[src/design/bfc_pkg.sv]
package bfc_pkg;
	// system clock and timing sources
	localparam int CLK_HZ = 100_000_000;
	localparam int SLOW_HZ = 32_768;
	localparam int RING_HZ = 32_000;
	// debounce interval, least time, so it rounds up
	localparam int DEBOUNCE_US = 15_000;
	localparam int DEBOUNCE_TICKS = (DEBOUNCE_US * SLOW_HZ + 999_999) / 1_000_000;
	localparam int DEB_W = 9;
	// ring-derived slow tick, a divider of the system clock
	localparam int RING_DIV = CLK_HZ / RING_HZ;
	localparam int RING_W = 12;
	// slow clock declared absent after this long without an edge
	localparam int SLOW_LOSS_US = 100;
	localparam int SLOW_LOSS_CYC = SLOW_LOSS_US * (CLK_HZ / 1_000_000);
	localparam int LOSS_W = 16;
	// synchroniser bit positions
	localparam int SY_PG = 0;
	localparam int SY_S3 = 1;
	localparam int SY_S5 = 2;
	localparam int SY_BTN = 3;
	localparam int SY_SLOW = 4;
	localparam int SY_W = 5;
	// reset values
	localparam logic RST_HELD = 1'b0;
	localparam logic RST_PRESS_N = 1'b1;
	localparam logic RST_DRIVE = 1'b0;

	typedef enum logic [1:0] {
		BTN_ARMED,
		BTN_LOW_CHECK,
		BTN_PRESSED
	} bfc_btn_e;
endpackage

[src/design/bfc_sync.sv]
// two-flop synchroniser; the first stage feeds only the second
module bfc_sync #(
	parameter int W = 1,
	parameter logic [W-1:0] INIT = '0
) (
	// clock and reset
	input wire logic clk,
	input wire logic reset,
	// asynchronous in, synchronous out
	input wire logic [W-1:0] async_in,
	output logic [W-1:0] sync_out
);
	logic [W-1:0] meta_r;

	// metastability filter
	always_ff @(posedge clk or posedge reset)
	begin
		if (reset)
		begin
			meta_r <= INIT;
			sync_out <= INIT;
		end
		else
		begin
			meta_r <= async_in;
			sync_out <= meta_r;
		end
	end
endmodule

[src/design/bfc_top.sv]
// Notes on behaviour
// - drive supply switch low only when power good and S3 input both high.
// - held cut is low whenever S5 input or internal switch signal is low.
// - held cut rises only on switch signal rising edge while S5 already high.
// - switch signal high with no new edge leaves held cut unchanged.
// - press accepted only after pin stable low 15 ms following first fall.
// - after a press, pin must be high 15 ms before next fall arms.
// - falls before the high-stable period completes are ignored.
// - debounce timed from external 32.768 kHz clock when present.
// - without external clock, time from internal ring-derived 32 kHz.
module bfc_top #(
	parameter int LOSS_CYC = bfc_pkg::SLOW_LOSS_CYC
) (
	// clock and reset
	input wire logic clk,
	input wire logic reset,
	// chipset and supply inputs
	input wire logic psu_power_good,
	input wire logic sleep_s3_n,
	input wire logic sleep_s5_n,
	// power button and slow clock pins
	input wire logic power_button_n,
	input wire logic slow_clock_pin,
	// open-drain supply switch
	output logic supply_switch_out,
	output logic supply_switch_oe,
	// latched cut, debounced button and slow clock presence
	output logic held_supply_cut,
	output logic button_press_n,
	output logic slow_clock_present
);
	// refuse windows and counts the counters cannot hold
	if (LOSS_CYC < 2 * bfc_pkg::RING_DIV || LOSS_CYC >= (1 << bfc_pkg::LOSS_W))
		$error("LOSS_CYC out of range");
	if (bfc_pkg::DEBOUNCE_TICKS >= (1 << bfc_pkg::DEB_W))
		$error("debounce count too wide");
	if (bfc_pkg::RING_DIV > (1 << bfc_pkg::RING_W))
		$error("ring divider too wide");

	localparam logic [bfc_pkg::DEB_W-1:0] DEB_T = bfc_pkg::DEB_W'(bfc_pkg::DEBOUNCE_TICKS);
	localparam logic [bfc_pkg::RING_W-1:0] RING_T = bfc_pkg::RING_W'(bfc_pkg::RING_DIV - 1);
	localparam logic [bfc_pkg::LOSS_W-1:0] LOSS_T = bfc_pkg::LOSS_W'(LOSS_CYC);

	logic [bfc_pkg::SY_W-1:0] sy;
	logic pg_s, s3_s, s5_s, btn_s, slow_s;
	logic switch_n, bf_prev_r, held_nxt;
	logic slow_prev_r, slow_rise;
	logic [bfc_pkg::RING_W-1:0] ring_cnt_r;
	logic ring_tick_r;
	logic [bfc_pkg::LOSS_W-1:0] loss_cnt_r;
	logic tick_r;
	bfc_pkg::bfc_btn_e btn_state_r;
	logic [bfc_pkg::DEB_W-1:0] deb_cnt_r;

	// all pins cross into the clock domain here; button idles high
	bfc_sync #(
		.W(bfc_pkg::SY_W),
		.INIT(5'h08)
	) u_sync (
		.clk(clk),
		.reset(reset),
		.async_in({slow_clock_pin, power_button_n, sleep_s5_n, sleep_s3_n, psu_power_good}),
		.sync_out(sy)
	);

	assign pg_s = sy[bfc_pkg::SY_PG];
	assign s3_s = sy[bfc_pkg::SY_S3];
	assign s5_s = sy[bfc_pkg::SY_S5];
	assign btn_s = sy[bfc_pkg::SY_BTN];
	assign slow_s = sy[bfc_pkg::SY_SLOW];

	// open-drain: the data bit is always low, only the enable moves
	always_ff @(posedge clk or posedge reset)
	begin
		if (reset)
		begin
			supply_switch_oe <= bfc_pkg::RST_DRIVE;
			supply_switch_out <= 1'b0;
		end
		else
		begin
			supply_switch_oe <= pg_s & s3_s;
			supply_switch_out <= 1'b0;
		end
	end

	// internal switch level as the pin would show it
	assign switch_n = ~supply_switch_oe;

	// low dominates; set needs a fresh rising edge with S5 high
	assign held_nxt = s5_s & switch_n & (held_supply_cut | ~bf_prev_r);

	always_ff @(posedge clk or posedge reset)
	begin
		if (reset)
		begin
			bf_prev_r <= 1'b1; // idle switch level, so no false edge after reset
			held_supply_cut <= bfc_pkg::RST_HELD;
		end
		else
		begin
			bf_prev_r <= switch_n;
			held_supply_cut <= held_nxt;
		end
	end

	// slow clock edge detect on the synchronised copy
	assign slow_rise = slow_s & ~slow_prev_r;

	always_ff @(posedge clk or posedge reset)
	begin
		if (reset)
			slow_prev_r <= 1'b0;
		else
			slow_prev_r <= slow_s;
	end

	// ring-derived 32 kHz enable, free running
	always_ff @(posedge clk or posedge reset)
	begin
		if (reset)
		begin
			ring_cnt_r <= '0;
			ring_tick_r <= 1'b0;
		end
		else if (ring_cnt_r == RING_T)
		begin
			ring_cnt_r <= '0;
			ring_tick_r <= 1'b1;
		end
		else
		begin
			ring_cnt_r <= ring_cnt_r + 1'b1;
			ring_tick_r <= 1'b0;
		end
	end

	// presence watchdog; a stuck pin falls back to the ring source
	always_ff @(posedge clk or posedge reset)
	begin
		if (reset)
		begin
			loss_cnt_r <= '0;
			slow_clock_present <= 1'b0;
		end
		else if (slow_rise)
		begin
			loss_cnt_r <= '0;
			slow_clock_present <= 1'b1;
		end
		else if (loss_cnt_r == LOSS_T)
			slow_clock_present <= 1'b0;
		else
			loss_cnt_r <= loss_cnt_r + 1'b1;
	end

	// debounce timebase select
	always_ff @(posedge clk or posedge reset)
	begin
		if (reset)
			tick_r <= 1'b0;
		else if (slow_clock_present)
			tick_r <= slow_rise;
		else
			tick_r <= ring_tick_r;
	end

	// button debounce; starts in pressed so a held button must release first
	always_ff @(posedge clk or posedge reset)
	begin
		if (reset)
		begin
			btn_state_r <= bfc_pkg::BTN_PRESSED;
			deb_cnt_r <= '0;
			button_press_n <= bfc_pkg::RST_PRESS_N;
		end
		else
		begin
			case (btn_state_r)
				bfc_pkg::BTN_ARMED:
				begin
					deb_cnt_r <= '0;
					if (!btn_s)
						btn_state_r <= bfc_pkg::BTN_LOW_CHECK;
				end
				bfc_pkg::BTN_LOW_CHECK:
				begin
					if (btn_s)
						btn_state_r <= bfc_pkg::BTN_ARMED;
					else if (tick_r && deb_cnt_r == DEB_T)
					begin
						btn_state_r <= bfc_pkg::BTN_PRESSED;
						button_press_n <= 1'b0;
						deb_cnt_r <= '0;
					end
					else if (tick_r)
						deb_cnt_r <= deb_cnt_r + 1'b1;
				end
				bfc_pkg::BTN_PRESSED:
				begin
					if (btn_s)
						button_press_n <= 1'b1;
					if (!btn_s)
						deb_cnt_r <= '0;
					else if (tick_r && deb_cnt_r == DEB_T)
					begin
						btn_state_r <= bfc_pkg::BTN_ARMED;
						deb_cnt_r <= '0;
					end
					else if (tick_r)
						deb_cnt_r <= deb_cnt_r + 1'b1;
				end
				default:
				begin
					btn_state_r <= bfc_pkg::BTN_PRESSED;
					deb_cnt_r <= '0;
				end
			endcase
		end
	end

	drive_when_both_a: assert property (@(posedge clk) disable iff (reset)
		(pg_s && s3_s) |=> (supply_switch_oe && !supply_switch_out))
		else $error("switch not driven with power good and S3 high");

	release_when_not_a: assert property (@(posedge clk) disable iff (reset)
		!(pg_s && s3_s) |=> !supply_switch_oe)
		else $error("switch driven outside power good and S3 high");

	cut_low_a: assert property (@(posedge clk) disable iff (reset)
		(!s5_s || supply_switch_oe) |=> !held_supply_cut)
		else $error("held cut high while S5 or switch low");

	cut_set_a: assert property (@(posedge clk) disable iff (reset)
		$rose(held_supply_cut)
		|-> ($past(s5_s) && !$past(supply_switch_oe) && !$past(bf_prev_r)))
		else $error("held cut rose without a qualified edge");

	cut_hold_a: assert property (@(posedge clk) disable iff (reset)
		(s5_s && switch_n && bf_prev_r) |=> (held_supply_cut == $past(held_supply_cut)))
		else $error("held cut changed without a new edge");

	press_min_a: assert property (@(posedge clk) disable iff (reset)
		$fell(button_press_n) |-> ($past(btn_state_r) == bfc_pkg::BTN_LOW_CHECK
			&& $past(deb_cnt_r) == DEB_T && $past(tick_r)))
		else $error("press accepted before full low interval");

	rearm_high_a: assert property (@(posedge clk) disable iff (reset)
		(btn_state_r == bfc_pkg::BTN_PRESSED ##1 btn_state_r == bfc_pkg::BTN_ARMED)
		|-> ($past(deb_cnt_r, 1) == DEB_T && $past(tick_r, 1) && $past(btn_s, 1)))
		else $error("rearmed before full high interval");

	ignore_fall_a: assert property (@(posedge clk) disable iff (reset)
		(btn_state_r == bfc_pkg::BTN_PRESSED && !btn_s)
		|=> (btn_state_r == bfc_pkg::BTN_PRESSED && deb_cnt_r == '0))
		else $error("fall during release interval not ignored");

	ext_tick_a: assert property (@(posedge clk) disable iff (reset)
		(slow_clock_present && slow_rise) |=> tick_r)
		else $error("slow clock edge did not tick");

	ring_tick_a: assert property (@(posedge clk) disable iff (reset)
		(!slow_clock_present && !ring_tick_r) |=> !tick_r)
		else $error("tick without ring source while clock absent");

	slow_loss_a: assert property (@(posedge clk) disable iff (reset)
		(loss_cnt_r == LOSS_T && !slow_rise) |=> !slow_clock_present)
		else $error("missing slow clock not detected");
endmodule

[config.mk]
export PLATFORM = sky130hd
export DESIGN_NAME = bfc_top
export DESIGN_NICKNAME = d
export VERILOG_FILES = /design/src/design/bfc_pkg.sv /design/src/design/bfc_sync.sv /design/src/design/bfc_top.sv
export SDC_FILE = /design/constraint.sdc
export NUM_CORES = 1
export LEC_CHECK = 0
export ABC_CLOCK_PERIOD_IN_PS = 1680
export BUFFER_PORTS_ARGS = -buffer_cell sky130_fd_sc_hd__buf_2
export CAP_MARGIN = 20
export CORE_MARGIN = 4
export CORE_UTILIZATION = 50
export CTS_BUF_LIST = sky130_fd_sc_hd__clkbuf_16
export DETAILED_ROUTE_END_ITERATION = 7
export MAX_ROUTING_LAYER = met4
export PLACE_DENSITY = 0.7
export SLEW_MARGIN = 40
export SYNTH_ARGS = -nofsm -noshare
export SYNTH_HDL_FRONTEND = slang
export SYNTH_SLANG_ARGS = --single-unit
[constraint.sdc]
create_clock -name clk -period 1.68 [get_ports clk]
set_input_delay 0.084 -clock clk [delete_from_list [all_inputs] [get_ports clk]]
set_output_delay 0.084 -clock clk [all_outputs]
set_load 0.02 [all_outputs]
; ---- Word level (Yosys, flattened, before mapping)
; Cells that the tools add are included.
[classes]
add_sub_neg = 3
multipliers = 0
div = 0
order_cmp = 0
n_eq_ne = 12
shift = 0
n_mux = 22
bitwise = 8
reduce_logical = 6
[ops]
columns = operator, n
row1 = 9-bit 2-to-1 mux, 4
row2 = 16-bit 2-to-1 mux, 2
row3 = 9-bit one-hot mux with 2 select lines, 1
row4 = "16-bit by 1-bit adder with 16-bit output, second input constant", 1
row5 = "16-bit by 14-bit equality test with 1-bit output, second input constant", 1
row6 = "12-bit by 1-bit adder with 12-bit output, second input constant", 1
row7 = "12-bit equality test, second input constant", 1
row8 = 12-bit 2-to-1 mux, 1
row9 = 2-bit 2-to-1 mux, 5
row10 = "2-bit inequality test, second input constant", 5
row11 = "9-bit by 1-bit adder with 9-bit output, second input constant", 1
row12 = "9-bit equality test, second input constant", 1
row13 = 4-bit AND reduction, 2
row14 = 1-bit 2-to-1 mux, 7
row15 = 2-bit one-hot mux with 3 select lines, 1
row16 = 1-bit AND, 4
row17 = 2-bit nonzero test, 2
row18 = "3-bit by 2-bit inequality test with 1-bit output, second input constant", 1
row19 = 1-bit NOT, 3
row20 = "2-bit by 1-bit equality test with 1-bit output, second input constant", 1
row21 = "2-bit equality test, second input constant", 1
row22 = 2-bit zero test, 1
row23 = "2-bit by 1-bit inequality test with 1-bit output, second input constant", 1
row24 = 1-bit one-hot mux with 2 select lines, 1
row25 = 2 further kinds, 2
[totals]
ff_bits = 57
latch_bits = 0
mem_bits_rw = 0
romBits = 0
inputBits = 7
out_inout_bits = 5
elab_cells = 65
n_memories = 0

; ---- Depth between registers and ports, before layout
[depth]
depth_word = 5
mapped_depth = 6
mapped_depth_nobuf = 6

; ---- Cells and area by module
; From an unflattened synthesis, not the netlist that was laid out.
[hier_totals]
hier_cells = 249
hier_area_um2 = 2672.6
[by_module_without_submodules]
columns = mod, instances, cells_per_inst, area_per_inst_um2, seq_area_each_um2
row1 = bfc_top, 1, 238, 2416.1, 1179.9
row2 = bfc_sync, 1, 11, 256.5, 252.7

; ---- Least setup slack after synthesis
; OpenSTA, ideal clock, no wires.
[synth_path]
kind = flip-flop to flip-flop
start = register btn_state_r[1]
end = register deb_cnt_r[7] (netlist bit)
setup_time_ns = 0.142
arrival_ns = 1.621
required_ns = 1.538
setup_slack_ns = -0.083
path_stages_with_launch = 7
n_path_buf = 0
synth_period_minus_slack_ns = 1.763
cell_sequence = dfstp_2 > inv_1 > ha_1 > a21boi_1 > nand4b_1 > xor2_1 > nor2_1
[synth_via]
elab_chain_len = 2
elab_cells_between_ends = 4
classes_between = eq/ne (3) / mux (1)
[synth_lines]
columns = item, line_no
row1 = from (decl), bfc_top.sv:52  ; bfc_pkg::bfc_btn_e btn_state_r;
row2 = from (signal assigned), bfc_top.sv:173  ; btn_state_r <= bfc_pkg::BTN_PRESSED;
row3 = from (signal assigned), bfc_top.sv:184  ; btn_state_r <= bfc_pkg::BTN_LOW_CHECK;
row4 = from (signal assigned), bfc_top.sv:189  ; btn_state_r <= bfc_pkg::BTN_ARMED;
row5 = 2-bit equality test or 2-bit by 1-bit equality test with 1-bit output (tied branches), bfc_top.sv:179  ; case (btn_state_r)
row6 = 9-bit one-hot mux with 2 select lines or 2-bit inequality test (tied branches), --
row7 = to (signal assigned), bfc_top.sv:197  ; deb_cnt_r <= deb_cnt_r + 1'b1;
row8 = to (signal assigned), bfc_top.sv:211  ; deb_cnt_r <= deb_cnt_r + 1'b1;
row9 = to (decl), bfc_top.sv:53  ; logic [bfc_pkg::DEB_W-1:0] deb_cnt_r;
; Several ways; a longest one is shown, not always the timed one.
; A chain may end at the register's enable or synchronous reset.

; ---- Final worst setup path
; Ends and elaborated chain as after synthesis.

==> impl_metrics.yaml <==
worst_setup_path:
  slowest_delay_ps: 570
  rr_startpoint: "btn_state_r[1]"
  crit_path_cell_trace: "inv_4 -> ha_4 -> nand3_2 -> a31oi_2 -> a311oi_2 -> buf_4 -> nor2_1"
  cp_top_family: "flip-flops"
  crit_end: "deb_cnt_r[7]"
  cp-end-kind: "register"
  cp_slowest_cell: "dfstp_2"
  startpoint: "btn_state_r[1]"
  cp_data_required_time_ps: 1890
  crit_type: "reg -> reg"
  worstPathMaxFanout: 5
  path_depth: 7
  crit_buf_inv: 2
  r2r_cells: 7
  worstPathArrival_ps: 1920
  r2r-end: "deb_cnt_r[7]"
  cp-start-kind: "register"
  reg2reg_slack_ps: -30
sta:
  hold_ws_ps: 206
  fin_crit_sh_pct: 102
  tns_ps: -128
  setup_violations: 8
  hold_viol: 0
  worst_slack_ps: -30.1
  max_freq_ghz: 0.585
  slew_viol_final: 0
  period_minus_slack_ps: 1710
  skew_ps: 5.06
  rsz0062_at_grt: "yes"
global_routing:
  grt_pass1_vias: 1945
  antenna_found_initial: 0
  grt_pass1_wl_mm: 8.88
  grt_max_degree: 52
  grt_overflow: 0
  grt_use_total_pct: 18.7
synthesis:
  avgSynthCellArea_sq_um: 10.8
  async_flop_share_pct: 100
  postSynthCellCount: 244
  synth_edf_count: 0
  synth-main-ff-cell: "dfrtp_1"
  ys_ff_latch: 57
  synth_warnings: 0
  synth.net_count: 262
  synth_common_cells: "dfrtp_1, nor2_1, inv_1, xor2_1"
  yosysTopAreaCell: "dfrtp_1"
  synth_most_common_cell: "dfrtp_1"
  synth_area_sq_um: 2640
  ys_seq_area_share_pct: 54.3
  synth_top_area_share_pct: 49.4
  synthTopCellsByArea: "dfrtp_1, xor2_1, ha_1"
  ys_types: 43
die:
  placementRows: 26
  die_w_microns: 80.6
  ioPinCount: 12
  die_area_sq_um: 6500
  initial_utilization_pct: 51.6
  die_h_microns: 80.6
  coreArea_sq_um: 5110
clock_tree:
  insertion_delay_ps: 320
  cts-root-buf: "clkbuf_16"
  cts_made_buffers: 9
  cts_max_path_buffers: 2
  cts_tree: "yes"
  h-tree-depth: 3
  cts_sinks: 57
  clk_pin_slew_worst_paths_ps: 60
pwr:
  ir_worst_vdd_uv: 781
  report.power.total_mw: 4.57
  power.density_nw_per_um2: 1300
  total_leakage_power_nw: 1.61
cells_and_area:
  post-route-util_pct: 68.7
  drive_gt1_share_pct: 29.7
  final_nets: 316
  area_growth_pct: 33.1
  stdcell_area_sq_um: 3510
  antenna_cells: 0
worst_hold_path:
  hold_path.class: "in -> async"
flow_run:
  maxCapViolCount: 0
routing:
  routedWlPerCell_microns: 14.3
  ant_nets: 0
  wirelength_mm: 5.34
  dr_total_vias: 1941
  drtPass1Iterations: 6
  via_per_inst: 5.20
  drc: 0
  drt_iter0_drc: 74
placed_design:
  dpl.hpwl_mm: 3.33
  port_buffers: 10
  placed_area_sq_um: 2990
  gp_congestion: 0.805
outcome:
  violations: "negative setup slack"
  status: "finished, violations left"
[cell families (layout without fill, tap and decap cells)]
| kind of cell | count (synthesis) | count (layout) | synth area share (%) |
|---|---|---|---|
| other cells | 1 | 1 | 0.142 |
| simple gates | 101 | 101 | 21.4 |
| fa+ha+maj | 11 | 11 | 5.22 |
| mux | 4 | 4 | 1.61 |
| buf+inv | 21 | 80 | 3.13 |
| flops | 57 | 57 | 54.3 |
| xor+xnor | 25 | 25 | 8.31 |
| compound gates | 24 | 24 | 5.89 |
[cell type report]
| cell class | count | area, sq um |
|---|---|---|
| clock buffers | 9 | 225 |
| clock inverters | 7 | 125 |
| fillers | 363 | 1600 |
| inverters | 17 | 66.3 |
| multi-input cells | 166 | 1210 |
| flip-flops and latches | 57 | 1430 |
| well taps | 70 | 87.6 |
| repair buffers | 47 | 357 |
[worst reg2reg max path, cell delays in order (launching register included)]
cell,delay (ps)
dfstp_2,570
inv_4,60
ha_4,220
nand3_2,70
a31oi_2,40
a311oi_2,340
buf_4,230
nor2_1,60
[power breakdown]
group          switching [mW]  internal (mW)  total (mW)
combinational           0.472          0.411       0.883
sequential             0.0819           1.49        1.57
clock                   0.652           1.46        2.11
[placed cells by master (no fill, tap or decap), drive strengths merged, types with 2 or more instances in the layout]
cell type,synthesis,final
ha,11,11
xnor2,9,9
a21oi,10,10
bufinv,0,3
inv,17,19
or4,2,2
nand4,7,7
buf,1,41
o21ai,5,5
or3,5,5
a31oi,2,2
and4b,2,2
and2,5,5
dfrtp,52,52
nand3,13,13
nor2b,2,2
nor2,32,32
nand2,13,13
and3,5,5
clkbuf,3,9
nand2b,2,2
dlygate4sd3,0,6
xor2,16,16
mux2,2,2
nand4b,2,2
mux2i,2,2
clkinv,0,2
dfstp,5,5
and4,3,3
nor4b,2,2
nor4,3,3
[metal layers]
layer	global-route usage (%)	part of all wire, %	up-vias
met2	29.7	51	39
met1	22.0	44	947
li1	-	-	945
met4	7.43	1.7	0
met3	6.39	4.2	10
met5	-	0	-
[registers in the layout, indices dropped and copies added, names as in the netlist]
register / count
bf_prev_r: 1
btn_state_r: 2
button_press_n: 1
deb_cnt_r: 9
held_supply_cut: 1
loss_cnt_r: 16
ring_cnt_r: 12
ring_tick_r: 1
slow_clock_present: 1
slow_prev_r: 1
supply_switch_oe: 1
tick_r: 1
u_sync.meta_r: 5
u_sync.sync_out: 5
[per-stage QoR]
| stage | cells | worst slack [ps] |
|---|---|---|
| after floorplan | 244 | 8.40 |
| after global placement | 348 | 20.1 |
| after detailed placement | 348 | -63.6 |
| after CTS | 370 | -6.81 |
| after global routing | 373 | -102 |
| final | 373 | -30.1 |
[how the worst min path moves through the flow]
stage                               from                to  slack [ps]  cells past startpoint
after floorplan           power_button_n  u_sync.meta_r[3]          90                      0
after global placement             reset     loss_cnt_r[1]          -8                      2
after detailed placement           reset     loss_cnt_r[1]          -5                      2
after CTS                          reset     loss_cnt_r[8]         190                      3
after global routing               reset     loss_cnt_r[8]         210                      3
final                              reset     loss_cnt_r[8]         210                      3
[repair_timing]
| action | in CTS | in global routing |
|---|---|---|
| resized for setup | 4 | 18 |
| pin swaps | 0 | 7 |
| setup buffers | 0 | 2 |
| hold buffers | 6 | 0 |
| cloned | 0 | 1 |
| hold endpoints to repair | 57 | 0 |
| setup endpoints to repair | 9 | 21 |
Note: power is estimated with default switching activity, not from simulation.
